`src/core/ssrp_defs.vh`:
```
// constants for the synchronous memory read port and clocking block
// assumes inclusion by core/ssrp_core.v only
`ifndef SSRP_DEFS_VH
`define SSRP_DEFS_VH

// default data word width
`define SSRP_DATA_W        18
// default address width, a plain choice
`define SSRP_ADDR_W        8
// words per read burst
`define SSRP_BURST_LEN     2
// fastest clock rate with the delay loop off, in MHz
`define SSRP_SCM_MAX_MHZ   167

// read sequencer states
`define SSRP_ST_IDLE       2'h0
`define SSRP_ST_WORD0      2'h1
`define SSRP_ST_WORD1      2'h2

// bit positions of the pins in the synchroniser word
`define SSRP_SYN_K         0
`define SSRP_SYN_KN        1
`define SSRP_SYN_C         2
`define SSRP_SYN_CN        3
`define SSRP_SYN_RSEL      4
`define SSRP_SYN_WSEL      5
`define SSRP_SYN_SCM       6
`define SSRP_SYN_DLL_DIS   7
`define SSRP_SYN_ADDR_LSB  8

`endif

```
`src/core/ssrp_core.v`:
```
// read port and clocking of a pipelined static memory with split data ports
// assumes all strobes and pin inputs come from outside the clock domain and
// are far slower than clock; every such input passes two flops first
//
// Overview of operation
// - read data changes on both output strobe rises, input strobes in single mode
// - read data pins float whenever no read is being delivered
// - read select sampled low at positive input strobe rise starts a read
// - deselect lets current burst finish, drivers float after next positive output strobe rise, input strobe in single mode
// - each read delivers exactly two words in sequence
// - every access starts at a rising edge of the positive input strobe
// - synchronous inputs registered at positive input strobe rise
// - inputs for that edge also registered at negative input strobe rise
// - read data launched from the output strobe pair, skewable by controller
// - echo strobes toggle continuously, following the output strobe pair
// - in single mode echo strobes follow the input strobe pair
// - read address taken at positive, write address at negative strobe rise
// - write select low at positive strobe rise starts write, else write ignored
// - delay loop disable low selects single-rate latency mode, up to 167 MHz
`timescale 1ns/1ps
`include "ssrp_defs.vh"

module ssrp_core
#(
  parameter DATA_W     = `SSRP_DATA_W,
  parameter ADDR_W     = `SSRP_ADDR_W,
  parameter SCM_MAX_MHZ = `SSRP_SCM_MAX_MHZ
)
(
  input  wire                clock,
  input  wire                reset_n,
  input  wire                in_strobe_p,
  input  wire                in_strobe_n,
  input  wire                out_strobe_p,
  input  wire                out_strobe_n,
  input  wire                single_clock_mode,
  input  wire                dll_disable_n,
  input  wire                read_port_select_n,
  input  wire                write_port_select_n,
  input  wire [ADDR_W-1:0]   addr,
  input  wire [DATA_W-1:0]   mem_word0,
  input  wire [DATA_W-1:0]   mem_word1,
  output reg  [DATA_W-1:0]   read_data_out,
  output reg                 read_data_oe,
  output reg                 echo_strobe_p,
  output reg                 echo_strobe_n,
  output reg                 mem_read_req,
  output reg  [ADDR_W-1:0]   mem_read_addr,
  output reg                 write_start,
  output reg  [ADDR_W-1:0]   write_addr,
  output reg                 latency_single_mode
);

  // ************************************************************
  // input synchronisers
  // ************************************************************
  localparam SYN_W = `SSRP_SYN_ADDR_LSB + ADDR_W;

  wire [SYN_W-1:0] raw_in;
  reg  [SYN_W-1:0] sync1_reg;
  reg  [SYN_W-1:0] sync2_reg;

  assign raw_in = {addr, dll_disable_n, single_clock_mode, write_port_select_n,
                   read_port_select_n, out_strobe_n, out_strobe_p, in_strobe_n,
                   in_strobe_p};

  always @(posedge clock or negedge reset_n)
  begin
    if (!reset_n)
    begin
      sync1_reg <= {SYN_W{1'b0}};
      sync2_reg <= {SYN_W{1'b0}};
    end
    else
    begin
      sync1_reg <= raw_in;
      sync2_reg <= sync1_reg;
    end
  end

  wire              k_s         = sync2_reg[`SSRP_SYN_K];
  wire              kn_s        = sync2_reg[`SSRP_SYN_KN];
  wire              c_s         = sync2_reg[`SSRP_SYN_C];
  wire              cn_s        = sync2_reg[`SSRP_SYN_CN];
  wire              rsel_n_s    = sync2_reg[`SSRP_SYN_RSEL];
  wire              wsel_n_s    = sync2_reg[`SSRP_SYN_WSEL];
  wire              scm_s       = sync2_reg[`SSRP_SYN_SCM];
  wire              dll_dis_n_s = sync2_reg[`SSRP_SYN_DLL_DIS];
  wire [ADDR_W-1:0] addr_s      = sync2_reg[SYN_W-1:`SSRP_SYN_ADDR_LSB];

  wire k_rise;
  wire kn_rise;
  wire c_rise;
  wire cn_rise;

  // one finder per strobe, each fed only from the second stage
  ssrp_rise_det i_rise_k
  (
    .clock   (clock),
    .reset_n (reset_n),
    .level   (k_s),
    .rise    (k_rise)
  );

  ssrp_rise_det i_rise_kn
  (
    .clock   (clock),
    .reset_n (reset_n),
    .level   (kn_s),
    .rise    (kn_rise)
  );

  ssrp_rise_det i_rise_c
  (
    .clock   (clock),
    .reset_n (reset_n),
    .level   (c_s),
    .rise    (c_rise)
  );

  ssrp_rise_det i_rise_cn
  (
    .clock   (clock),
    .reset_n (reset_n),
    .level   (cn_s),
    .rise    (cn_rise)
  );

  // ************************************************************
  // launch strobe selection
  // ************************************************************
  // single mode swaps the output pair for the input pair
  wire launch_p    = scm_s ? k_rise : c_rise;
  wire launch_n    = scm_s ? kn_rise : cn_rise;
  wire launch_p_lv = scm_s ? k_s : c_s;
  wire launch_n_lv = scm_s ? kn_s : cn_s;

  // ************************************************************
  // read select and latency mode capture
  // ************************************************************
  always @(posedge clock or negedge reset_n)
  begin
    if (!reset_n)
    begin
      mem_read_req        <= 1'b0;
      mem_read_addr       <= {ADDR_W{1'b0}};
      latency_single_mode <= 1'b0;
    end
    else
    begin
      // delay loop off selects the single-rate latency timing
      latency_single_mode <= ~dll_dis_n_s;
      mem_read_req        <= k_rise & ~rsel_n_s;
      if (k_rise && !rsel_n_s)
        mem_read_addr <= addr_s;
    end
  end

  // ************************************************************
  // write select and write address capture
  // ************************************************************
  // select is judged at the positive strobe only; the controller may
  // drop it before the negative strobe brings the address
  reg write_armed_reg;

  always @(posedge clock or negedge reset_n)
  begin
    if (!reset_n)
    begin
      write_armed_reg <= 1'b0;
      write_start     <= 1'b0;
      write_addr      <= {ADDR_W{1'b0}};
    end
    else
    begin
      write_start <= 1'b0;
      if (k_rise)
        write_armed_reg <= ~wsel_n_s;
      else if (kn_rise)
        write_armed_reg <= 1'b0;
      if (kn_rise && write_armed_reg)
      begin
        write_start <= 1'b1;
        write_addr  <= addr_s;
      end
    end
  end

  // ************************************************************
  // read burst sequencer
  // ************************************************************
  localparam [1:0] ST_IDLE  = `SSRP_ST_IDLE;
  localparam [1:0] ST_WORD0 = `SSRP_ST_WORD0;
  localparam [1:0] ST_WORD1 = `SSRP_ST_WORD1;

  reg [1:0]        state_reg;
  reg [1:0]        state_next;
  reg              read_pend_reg;
  reg              read_pend_next;
  reg [DATA_W-1:0] hold0_reg;
  reg [DATA_W-1:0] hold1_reg;
  reg [DATA_W-1:0] word1_reg;

  always @*
  begin
    read_pend_next = read_pend_reg;
    state_next     = state_reg;
    if (mem_read_req)
      read_pend_next = 1'b1;
    case (state_reg)
      ST_IDLE:
        if (launch_p && read_pend_reg)
          state_next = ST_WORD0;
      ST_WORD0:
        if (launch_n)
          state_next = ST_WORD1;
      ST_WORD1:
        if (launch_p)
          state_next = read_pend_reg ? ST_WORD0 : ST_IDLE;
      default:
        state_next = ST_IDLE;
    endcase
    if (launch_p && read_pend_reg && state_reg != ST_WORD0 && !mem_read_req)
      read_pend_next = 1'b0;
  end

  always @(posedge clock or negedge reset_n)
  begin
    if (!reset_n)
    begin
      state_reg     <= ST_IDLE;
      read_pend_reg <= 1'b0;
      hold0_reg     <= {DATA_W{1'b0}};
      hold1_reg     <= {DATA_W{1'b0}};
      word1_reg     <= {DATA_W{1'b0}};
      read_data_out <= {DATA_W{1'b0}};
      read_data_oe  <= 1'b0;
    end
    else
    begin
      state_reg     <= state_next;
      read_pend_reg <= read_pend_next;
      // fetched words wait here until the burst that owns them starts
      if (mem_read_req)
      begin
        hold0_reg <= mem_word0;
        hold1_reg <= mem_word1;
      end
      // second word parked at burst start: in single mode the next
      // fetch lands before this burst's negative launch edge
      if (state_next == ST_WORD0 && state_reg != ST_WORD0)
      begin
        read_data_out <= hold0_reg;
        word1_reg     <= hold1_reg;
      end
      else if (state_next == ST_WORD1 && state_reg == ST_WORD0)
        read_data_out <= word1_reg;
      // drivers float only after the positive launch edge ends the burst
      read_data_oe <= (state_next != ST_IDLE);
    end
  end

  // ************************************************************
  // echo strobes
  // ************************************************************
  // free-running copies of the launch pair, so they move with any skew
  always @(posedge clock or negedge reset_n)
  begin
    if (!reset_n)
    begin
      echo_strobe_p <= 1'b0;
      echo_strobe_n <= 1'b0;
    end
    else
    begin
      echo_strobe_p <= launch_p_lv;
      echo_strobe_n <= launch_n_lv;
    end
  end

endmodule

// ************************************************************
// rising edge finder for one synchronised strobe
// ************************************************************
// prev flop resets to the idle pin level, so release gives no false edge
module ssrp_rise_det
#(
  parameter RESET_LEVEL = 1'b0
)
(
  input  wire clock,
  input  wire reset_n,
  input  wire level,
  output wire rise
);

  reg prev_reg;

  always @(posedge clock or negedge reset_n)
  begin
    if (!reset_n)
      prev_reg <= RESET_LEVEL;
    else
      prev_reg <= level;
  end

  assign rise = level & ~prev_reg;

endmodule

```
`config.mk`:
```
export PLATFORM = sky130hd
export DESIGN_NAME = ssrp_core
export DESIGN_NICKNAME = d
export VERILOG_FILES = /design/src/core/ssrp_core.v
export VERILOG_INCLUDE_DIRS = /design/src /design/src/core
export SDC_FILE = /design/constraint.sdc
export NUM_CORES = 1
export LEC_CHECK = 0
export BUFFER_PORTS_ARGS = -buffer_cell sky130_fd_sc_hd__buf_2
export CAP_MARGIN = 20
export CELL_PAD_IN_SITES_DETAIL_PLACEMENT = 1
export CELL_PAD_IN_SITES_GLOBAL_PLACEMENT = 1
export CORE_MARGIN = 10
export CORE_UTILIZATION = 41
export CTS_CLUSTER_DIAMETER = 60
export DETAILED_ROUTE_END_ITERATION = 8
export GPL_ROUTABILITY_DRIVEN = 0
export PLACE_DENSITY_LB_ADDON = 0.1
export SYNTH_ARGS = -nofsm -noshare
export SYNTH_HDL_FRONTEND = slang
export SYNTH_SLANG_ARGS = --single-unit
export TNS_END_PERCENT = 1
```
`constraint.sdc`:
```
create_clock -name clock -period 1.8 [get_ports clock]
set_input_delay 0.09 -clock clock [delete_from_list [all_inputs] [get_ports clock]]
set_output_delay 0.09 -clock clock [all_outputs]
set_load 0.1 [all_outputs]
```
======== Word-level counts from Yosys, hierarchy flattened ========
Index checks and enable logic that the tools add are counted.
operators by class
  eq/ne operators ......................... 5
  multiplexer cells ....................... 16
  bitwise gates (word level) .............. 12
  reduce and logical (&&, ||, !) cells .... 14
operators by type and width
  cell                                                              number
  18-bit 2-to-1 mux                                                 2
  1-bit 2-to-1 mux                                                  10
  2-bit nonzero test                                                4
  1-bit logical AND                                                 7
  1-bit NOT                                                         7
  2-bit 2-to-1 mux                                                  3
  2-bit one-hot mux with 3 select lines                             1
  1-bit AND                                                         5
  2-bit by 1-bit == test with 1-bit output (second input constant)  2
  2-bit == test (second input constant)                             2
  1-bit zero test                                                   2
  2-bit zero test                                                   1
  2-bit by 1-bit != test with 1-bit output (second input constant)  1
storage, ports and cells
  register bits after elaboration ......... 134
  input port bits ......................... 54
  output and inout bits ................... 40
  word-level logic and storage cells ...... 68

======== Depth between registers and ports, before layout ========
Gate-level depths: netlist of the first run.
  depth after elaboration ................. 10
  depth in mapped cells ................... 6
  mapped depth without buffers ............ 4

======== Modules after synthesis ========
Synthesis of the first run repeated with hierarchy kept, for this count alone.
unflattened totals
  cells, all modules ...................... 304
  area, all modules ....................... 4958.5 sq um
by module, submodules not included
  module         times used  cells each  area each (sq um)  sequential area each (sq um)
  ssrp_core      1           296         4803.4             3253.1
  ssrp_rise_det  4           2           38.8               25.0

======== Least setup slack after synthesis of the first run ========
Ideal clock, no wire load.
  kind .................................... flip-flop to flip-flop
  from .................................... register mem_read_req
  to ...................................... register hold0_reg[0]
  arrival ................................. 2.014 ns
  data required time ...................... 1.675 ns
  setup slack ............................. -0.339 ns
  cell stages (with the launch flop) ...... 4
  clock period less this slack ............ 2.139 ns
  path through ............................ dfrtp_1 > clkbuf_1 > clkbuf_1 > mux2_2
RTL lines
  what                      RTL line         RTL
  start: declaration        ssrp_core.v:47   output reg mem_read_req,
  start signal: assignment  ssrp_core.v:153  mem_read_req <= k_rise & ~rsel_n_s;
  end signal: assignment    ssrp_core.v:233  hold0_reg <= {DATA_W{1'b0}};
  end signal: assignment    ssrp_core.v:246  hold0_reg <= mem_word0;
  end: declaration          ssrp_core.v:200  reg [DATA_W-1:0] hold0_reg;
No word-level cell between the ends.

======== Worst setup path after layout of the first run ========
  from .................................... register sync2_reg[6]
  to ...................................... register read_data_out[12]
between the ends
  word-level cells in the longest chain between the ends .. 7
ends and longest elaborated chain
  what                                                                              RTL line                          RTL
  start: declaration                                                                ssrp_core.v:61                    reg [SYN_W-1:0] sync2_reg;
  start signal: assignment                                                          ssrp_core.v:72                    sync2_reg <= {SYN_W{1'b0}};
  start signal: assignment                                                          ssrp_core.v:77                    sync2_reg <= sync1_reg;
  1-bit 2-to-1 mux                                                                  ssrp_core.v:133                   wire launch_p = scm_s ? k_rise : c_rise;
  1-bit logical AND                                                                 ssrp_core.v:212                   if (launch_p && read_pend_reg)
  2-bit 2-to-1 mux                                                                  ssrp_core.v:212
  2-bit one-hot mux with 3 select lines (*)                                         ssrp_core.v:210                   case (state_reg)
  2-bit by 1-bit == test with 1-bit output / 2-bit == test (equally long branches)  ssrp_core.v:251, ssrp_core.v:256
  1-bit logical AND, on equally long branches                                       ssrp_core.v:251, ssrp_core.v:256
  18-bit 2-to-1 mux / 2-bit nonzero test (equally long branches)                    n/a
  end signal: assignment                                                            ssrp_core.v:236                   read_data_out <= {DATA_W{1'b0}};
  end signal: assignment                                                            ssrp_core.v:253                   read_data_out <= hold0_reg;
  end signal: assignment                                                            ssrp_core.v:257                   read_data_out <= word1_reg;
  end: declaration                                                                  ssrp_core.v:43                    output reg [DATA_W-1:0] read_data_out,
Mark *: on every way between the ends. The rest lies on a longest branch, timed or not.
A chain may end at the register's enable or synchronous reset.

==> out/metrics.cfg, run 1 <==
[power]
p_leak_nw=3.29
total_power_mw=12.1
max-vdd-ir-drop_v=0.00146
p_per_area_nw_per_um2=1780

[logic_synthesis]
seq_area_frac_synth_pct=69.3
synth_top_family_by_area=multiplexers
synthCells=275
syn_nets=329
synth_area_um2=4840
muxShareOfSynthArea_pct=26.3
ys_types=24
synthSimpleGateAreaFrac_pct=1.91
ys.warnings.count=0
synthXorXnorAreaFrac_pct=0
synth_compound_area_share_pct=0.698
synth_fa_ha_area_share_pct=0
syn-mean-instance-area_um2=17.6
ys_ff_latch=134

[worst_setup_path]
crit_buf_inv=1
r2r_setup_slack_ps=1
path_class=reg2reg
cp_cell_sequence=and3b_2, o21bai_4, buf_4, mux2_4, mux2_4
crit_fanout=6
crit_slowest_cell=dfrtp_2
cp.arrival_ps=2090
path_delay_family=multiplexers
slowest_delay_ps=440
cp-end-kind=flip-flop
cp.required_ps=2090
crit_path_frequent_cell=mux2_4
crit_path_start_kind=flip-flop

[clock_tree]
cts_num_sinks=134
cts_buffers=17
clkTransAtPathRegs_ps=60
cts_tree=yes
cts_root_buf=clkbuf_16
clk_path_buf_depth=2
insertion_delay_ps=410
h-tree-depth=4

[placed_design]
placedCellCount=512
io_buffers=93
dp_hpwl_um=6730

[timing]
hold_viol=0
rsz0062_at_grt=true
fin_skew_ps=6.55
max_freq_ghz=0.556
whs_ps=184
period_share_pct=99.9
setup_viol=0
slew_headroom_pct=66.4
tightest_slew_ps=508
slew_viol_final=0
fin_crit_ps=1800

[routing]
first_pass_iters=4
ant_nets=0
wl_um=10600
drt_iter0_drc=101
via_per_inst=4.74
num_vias=2837
route.detailed.drc=0
wl_per_cell_um=17.8

[global_routing]
grtUsageMet3_pct=5.87
grt-busiest-layer=met2
grt_use_met2_pct=22.8
grt_util_all_layers_pct=13.7
grt_pass1_wl_um=17500
grt_pass1_vias=3342
grt_max_degree=51
antenna_found_initial=0
grt.overflow.total=0
gr-usage-met1_pct=15.4

[die]
initial_core_util_pct=42.2
row_count=39
die_area_um2=16500
ioPinCount=94
chipWidth_um=129
die_h_um=129
core_um2=11500

[finish]
fill_cells=1051
fin_cells=599
area_growth_pct=41.1
final_common_cell=dfrtp_1
diodes=0
drive_gt1_share_pct=54.4
fin_nets=497
layout_common_cells=132 x dfrtp_1, 92 x buf_2, 73 x mux2_2

[job]
drv_cap=0

[min_path]
hold_class=in2async

[run_status]
status=finished clean

where the power goes:
part / leakage, nW / switching [mW] / internal, mW / total, mW
sequential: 1.59 / 0.399 / 3.75 / 4.15
clock: 0.310 / 1.24 / 2.50 / 3.74
combinational: 1.38 / 2.90 / 1.35 / 4.25
total: 3.29 / 4.54 / 7.60 / 12.1
Yosys cell counts:
cell | number | area share, %
o31ai_1 | 1 | 0.16
o22ai_1 | 1 | 0.13
buf_6 | 2 | 0.47
nand3_1 | 1 | 0.10
nand3b_1 | 2 | 0.31
nand2_1 | 5 | 0.39
dfrtp_1 | 134 | 69
inv_1 | 3 | 0.23
buf_12 | 1 | 0.41
nor3b_1 | 1 | 0.16
or3b_2 | 1 | 0.18
nor2b_1 | 1 | 0.13
buf_4 | 1 | 0.16
o21ai_0 | 1 | 0.10
buf_2 | 2 | 0.21
o21bai_1 | 1 | 0.16
mux2_1 | 4 | 0.93
nor2_1 | 1 | 0.078
and3b_1 | 1 | 0.18
a21o_1 | 1 | 0.16
clkbuf_1 | 4 | 0.31
mux2_2 | 85 | 20
mux2_4 | 18 | 5.6
nand2b_1 | 3 | 0.39
what timing repair did:
action,4_1_cts,5_1_grt
cloned,0,1
resized for setup,0,20
pin swaps,0,2
hold endpoints to repair,98,0
setup endpoints to repair,1,28
buffers inserted,0,1
hold buffers,53,0
layer usage:
layer,wire length [µm],vias up
met5,0,-
met4,114,0
met3,575,13
met2,5540,65
met1,4410,1471
li1,-,1288
kinds of logic after synthesis:
kind of cell	after synthesis
flip-flops	134
multiplexers	107
AND/OR/NAND/NOR	16
buffers and inverters	13
AO/OA/AOI/OAI	5
layout make-up:
cell class / count / area (µm²) / area share (%)
Clock inverter: 7 / 140 / 2.05
Timing Repair Buffer: 159 / 1150 / 16.9
Multi-Input combinational cell: 128 / 1480 / 21.7
Clock buffer: 25 / 505 / 7.40
Sequential cell: 134 / 3360 / 49.2
Inverter: 3 / 11.3 / 0.165
Tap cell: 143 / 179 / 2.62
per-stage QoR:
step	worst slack [ps]	area, µm²	setup TNS (ps)	util (%)
floorplan	-2.45	4840	-49.0	-
global placement	42.5	5540	0	48.3
detailed placement	11.7	5540	0	48.3
CTS	-12.6	6720	-12.6	58.6
global route	-57.6	6830	-455	59.5
finish	1.43	6830	0	59.5
worst paths after layout:
path	endpoint	from	cells after the start
setup / recovery	read_data_out[12]	sync2_reg[6]	5
hold / removal	echo_strobe_p	reset_n	2
setup reg to reg	read_data_out[12]	sync2_reg[6]	5
hold reg to reg	sync2_reg[12]	sync1_reg[12]	0
max in group asynchronous	write_addr[4]	reset_n	3
min in group clock	sync1_reg[0]	in_strobe_p	2
Note: power is estimated with default switching activity, not from simulation.
==> run 2: changes to the inputs <==
--- a/config.mk
+++ b/config.mk
@@ -11,7 +11,7 @@
 export CELL_PAD_IN_SITES_DETAIL_PLACEMENT = 1
 export CELL_PAD_IN_SITES_GLOBAL_PLACEMENT = 1
 export CORE_MARGIN = 10
-export CORE_UTILIZATION = 41
+export CORE_UTILIZATION = 49
 export CTS_CLUSTER_DIAMETER = 60
 export DETAILED_ROUTE_END_ITERATION = 8
 export GPL_ROUTABILITY_DRIVEN = 0
==> constraint.sdc (replaced) <==
create_clock -name clock -period 2.3 [get_ports clock]
set_input_delay 0.115 -clock clock [delete_from_list [all_inputs] [get_ports clock]]
set_output_delay 0.115 -clock clock [all_outputs]
set_load 0.02 [all_outputs]
==> run 2 against run 1 <==
Against the previous run: global-route usage up 2.8 points; sequential cell count unchanged; core utilization increased by 8.7 points; total power down 37%; worst setup slack better by 520 ps; critical path type unchanged; maximum frequency increased by 0.86%.
==> out/metrics.cfg, run 2 (synthesis results as in run 1) <==
[global_routing]
grt_util_all_layers_pct=16.5  ; +2.8 points
grt.overflow.total=0  ; unchanged
grt_pass1_wl_um=17700  ; +1.1%
grt_max_degree=60  ; +18%
grt_pass1_vias=3256  ; -2.6%
antenna_found_initial=0  ; unchanged

[finish]
drive_gt1_share_pct=52.5  ; -1.8 points
fin_nets=492  ; -1.0%
area_growth_pct=36.6
fin_cells=584  ; -2.5%
layout_common_cells=133 x dfrtp_1, 92 x buf_2, 85 x mux2_2
final_common_cell=dfrtp_1
stdcell_area_um2=6610  ; -3.2%
diodes=0  ; unchanged
final_core_util_pct=68.2  ; +8.7 points

[clock_tree]
h-tree-depth=4  ; unchanged
cts_num_sinks=134  ; unchanged
clkTransAtPathRegs_ps=60  ; about the same
cts_tree=yes
insertion_delay_ps=540  ; +130 ps
cts_buffers=17  ; unchanged
clk_path_buf_depth=2  ; unchanged
cts_resized=0  ; unchanged
cts_root_buf=clkbuf_8

[worst_setup_path]
path_class=reg2reg
cp-end-kind=flip-flop
cp.arrival_ps=2190  ; +100 ps
r2r_setup_slack_ps=520  ; +520 ps
crit_path_start_kind=flip-flop
reg2reg_depth=5  ; unchanged
cp.required_ps=2710  ; +620 ps
crit_fanout=19  ; +13
r2r_start=sync2_reg[6]
r2r_end=read_data_out[4]

[placed_design]
dpl_cell_area_um2=5490  ; -0.90%
placedCellCount=499  ; -2.5%
io_buffers=93  ; unchanged
dp_hpwl_um=6810  ; +1.2%

[timing]
period_share_pct=77.5  ; -22 points
max_freq_ghz=0.561  ; +0.86%
setup_tns_ps=0  ; unchanged
tightest_slew_ps=504  ; -4.37 ps
slew_viol_final=0  ; unchanged
fin_crit_ps=1780  ; -15.4 ps
setup_viol=0  ; unchanged
fin_skew_ps=15.4  ; +8.82 ps
whs_ps=117  ; -67.7 ps
hold_viol=0  ; unchanged
slew_headroom_pct=66.4  ; about the same
rsz0062_at_grt=false

[die]
initial_core_util_pct=50.0  ; +7.8 points
row_count=36  ; -7.7%
die_h_um=119  ; -7.2%
ioPinCount=94  ; unchanged
chipWidth_um=119  ; -7.2%
core_um2=9680  ; -16%
die_area_um2=14200  ; -14%

[routing]
drt_iter0_drc=142  ; +41%
first_pass_iters=4  ; unchanged
wl_um=11000  ; +3.6%
ant_nets=0  ; unchanged
wl_per_cell_um=18.9  ; +6.2%
num_vias=2800  ; -1.3%
routed.top_layer=met4
via_per_inst=4.79  ; +1.2%
met3_wirelength_um=657  ; +14%
met1_length_um=4220  ; -4.2%
route.detailed.drc=0  ; unchanged
wl_met2_um=5990  ; +8.0%

[power]
max-vdd-ir-drop_v=0.000628  ; -57%
p_per_area_nw_per_um2=1150  ; -35%
p_leak_nw=3.15  ; -4.1%

[run_status]
status=finished clean

[job]
drv_cap=0  ; unchanged

[min_path]
hold_class=in2async

## run 2: cell count changes in the layout (fill, tap and decap cells not counted), moves of 2 or more
cell	delta
mux2_2	+12
mux2_4	-15
buf_4	-3
mux2_1	+3
clkinv_2	+3
clkbuf_16	-2
bufinv_16	-2
## run 2: worst max-delay path by stage
stage / from / endpoint / slack (ps) / cells after the start
floorplan: sync2_reg[6] / read_data_out[8] / 610 / 6
global placement: sync2_reg[6] / read_data_out[4] / 550 / 5
detailed placement: sync2_reg[6] / read_data_out[4] / 510 / 5
CTS: sync2_reg[6] / read_data_out[4] / 500 / 5
global route: sync2_reg[6] / read_data_out[4] / 420 / 5
finish: sync2_reg[6] / read_data_out[4] / 520 / 5
## run 2: what timing repair did
action / CTS / global route
endpoints found under the setup margin: 0 / 0
hold buffers: 53 / 0
setup buffers: 0 / 0
hold endpoints to repair: 126 / 0
## run 2: layout make-up
type,count,area [µm²]
Multi-Input combinational cell,128,1400
Sequential cell,134,3350
Clock inverter,8,95.1
Timing Repair Buffer,154,1090
Clock buffer,24,490
Fill cell,893,3080
Tap cell,133,166
Inverter,3,11.3
## run 2: metrics by stage
stage | total power [mW] | setup slack (ps)
after floorplan | 4.36 | 606
after global routing | 8.01 | 419
after global placement | 4.85 | 550
after detailed placement | 4.95 | 513
after CTS | 7.69 | 503
final | 7.61 | 517
## run 2: critical path, cell delays in order (launching register included)
cell and delay (ps):
dfrtp_1 420, and3b_1 210, o21bai_2 180, buf_12 200
mux2_2 340, mux2_1 290
## run 2: power by group
group | internal [mW] | total, mW | switching [mW] | leakage (nW)
clock | 1.68 | 2.64 | 0.960 | 0.287
sequential | 2.93 | 3.25 | 0.315 | 1.60
combinational | 0.947 | 1.73 | 0.779 | 1.27
## run 2: metal layers
metal | GRT usage [%] | vias up
met2 | 28.6 | 66
met3 | 7.32 | 13
met5 | 0 | -
met4 | 6.71 | 0
li1 | - | 1288
met1 | 17.2 | 1433
==> run 3: changes to the inputs <==
--- a/config.mk
+++ b/config.mk
@@ -11,7 +11,7 @@
 export CELL_PAD_IN_SITES_DETAIL_PLACEMENT = 1
 export CELL_PAD_IN_SITES_GLOBAL_PLACEMENT = 1
 export CORE_MARGIN = 10
-export CORE_UTILIZATION = 49
+export CORE_UTILIZATION = 45
 export CTS_CLUSTER_DIAMETER = 60
 export DETAILED_ROUTE_END_ITERATION = 8
 export GPL_ROUTABILITY_DRIVEN = 0
==> constraint.sdc (replaced) <==
create_clock -name clock -period 1.9 [get_ports clock]
set_input_delay 0.095 -clock clock [delete_from_list [all_inputs] [get_ports clock]]
set_output_delay 0.095 -clock clock [all_outputs]
set_load 0.02 [all_outputs]
==> run 3 against run 2 <==
Against the previous run: combinational power grew 21%; largest power group unchanged; clock skew is 9.6 ps lower; critical path type unchanged; maximum frequency shrank 0.54%.
==> out/metrics.cfg, run 3 (synthesis results as in run 1) <==
[clock_tree]
cts_buffers=17  ; unchanged
postCtsHoldBufs=53  ; unchanged
cts_num_sinks=134  ; unchanged
h-tree-depth=4  ; unchanged
cts_root_buf=clkbuf_8
clkTransAtPathRegs_ps=50  ; about the same
insertion_delay_ps=520  ; -20 ps
cts_resized=0  ; unchanged
cts_setup_buffers=0  ; unchanged
clk_path_buf_depth=2  ; unchanged
cts_tree=yes

[die]
ioPinCount=94  ; unchanged
core_um2=10400  ; +7.6%
chipWidth_um=124  ; +3.6%
initial_core_util_pct=46.5  ; -3.5 points
die_area_um2=15300  ; +7.4%
row_count=37  ; +2.8%
die_h_um=124  ; +3.6%

[timing]
tightest_slew_ps=552  ; +47.8 ps
whs_ps=106  ; -10.2 ps
fin_skew_ps=5.80  ; -9.57 ps
hold_viol=0  ; unchanged
setup_tns_ps=0  ; unchanged
slew_viol_final=0  ; unchanged
slew_headroom_pct=63.2  ; -3.2 points
max_freq_ghz=0.558  ; -0.54%
fin_crit_ps=1790  ; +9.63 ps
setup_slack_ps=107  ; -410 ps
rsz0062_at_grt=false
setup_viol=0  ; unchanged
period_share_pct=94.4  ; +17 points

[global_routing]
grt_pass1_vias=3299  ; +1.3%
grt_max_degree=61  ; +1.7%
antenna_found_initial=0  ; unchanged
grt.overflow.total=0  ; unchanged
grt_pass1_wl_um=17400  ; -1.8%
grt_util_all_layers_pct=15.1  ; -1.4 points

[finish]
seqCellArea_um2=3350  ; unchanged
drive_gt1_share_pct=52.0  ; -0.57 points
final_common_cell=dfrtp_1
area_growth_pct=36.4  ; about the same
fill_cells=960  ; +7.5%
diodes=0  ; unchanged
fin_nets=496  ; +0.81%
layout_common_cells=133 x dfrtp_1, 92 x buf_2, 85 x mux2_2
stdcell_area_um2=6600  ; about the same
multiInputGateArea_um2=1400  ; unchanged

[routing]
wl_um=10500  ; -4.5%
first_pass_iters=3  ; -1
wl_per_cell_um=17.8  ; -5.5%
route.detailed.drc=0  ; unchanged
num_vias=2819  ; +0.68%
via_per_inst=4.78  ; -0.35%
ant_nets=0  ; unchanged
drt_iter0_drc=126  ; -11%

[placed_design]
pre_cts_ws_ps=125  ; -388 ps
io_buffers=93  ; unchanged
dpl_cell_area_um2=5530  ; +0.62%
dp_hpwl_um=6900  ; +1.4%

[worst_setup_path]
slowest_delay_ps=440  ; +20 ps
crit_path_start_kind=flip-flop
cp-end-kind=flip-flop
crit_fanout=6  ; -13
cp.required_ps=2300  ; -410 ps
cp_cell_sequence=and3b_1, o21bai_2, buf_4, mux2_2, mux2_1
crit_slowest_cell=dfrtp_1
path_class=reg2reg
cp.arrival_ps=2190  ; about the same

[power]
p_leak_nw=3.15  ; about the same
max-vdd-ir-drop_v=0.000812  ; +29%
p_per_area_nw_per_um2=1360  ; +18%

[job]
drv_cap=0  ; unchanged

[run_status]
status=finished clean

[min_path]
hold_class=in2async

## run 3: cell count changes in the layout (fill, tap and decap cells not counted), sizes merged
cell and delta:
buf +4, bufinv -1, clkbuf +4, clkinv -2
clkinvlp -2
## run 3: layout make-up
type / count / area share (%)
Inverter: 3 / 0.171
Clock buffer: 28 / 7.66
Sequential cell: 134 / 50.8
Multi-Input combinational cell: 128 / 21.2
Clock inverter: 3 / 0.607
Timing Repair Buffer: 158 / 16.9
Tap cell: 136 / 2.58
## run 3: worst max-delay path, delay by kind of cell (launching register included)
family | cells | cell delay (ps)
buf+inv | 1 | 200
simple gates | 1 | 210
compound gates | 1 | 190
flops | 1 | 440
mux | 2 | 630
## run 3: layer usage
layer	vias to the layer above	global-route usage (%)	share of wire, %
li1	1301	-	-
met1	1440	17.4	41
met2	66	24.8	52
met3	12	5.75	5.2
met4	0	6.33	1.4
met5	-	0	0
## run 3: worst paths after layout
path | from | to | slack (ps) | depth (start not counted)
setup reg to reg | sync2_reg[6] | read_data_out[7] | 110 | 5
setup / recovery | sync2_reg[6] | read_data_out[7] | 110 | 5
max in group asynchronous | reset_n | hold0_reg[12] | 1110 | 3
hold / removal | reset_n | sync1_reg[7] | 110 | 2
hold reg to reg | sync1_reg[11] | sync2_reg[11] | 340 | 0
min in group clock | addr[3] | sync1_reg[11] | 220 | 2
## run 3: per-stage QoR
stage / util (%) / cells / total power, mW
floorplan: - / 275 / 5.28
global placement: 53.0 / 506 / 5.90
detailed placement: 53.0 / 506 / 6.00
CTS: 63.4 / 590 / 9.13
global route: 63.4 / 590 / 9.50
finish: 63.4 / 590 / 9.00
## run 3: power by group
group | switching (mW) | internal [mW] | total [mW]
sequential | 0.370 | 3.55 | 3.92
combinational | 0.932 | 1.15 | 2.09
clock | 1.09 | 1.90 | 2.99
total | 2.40 | 6.61 | 9.00
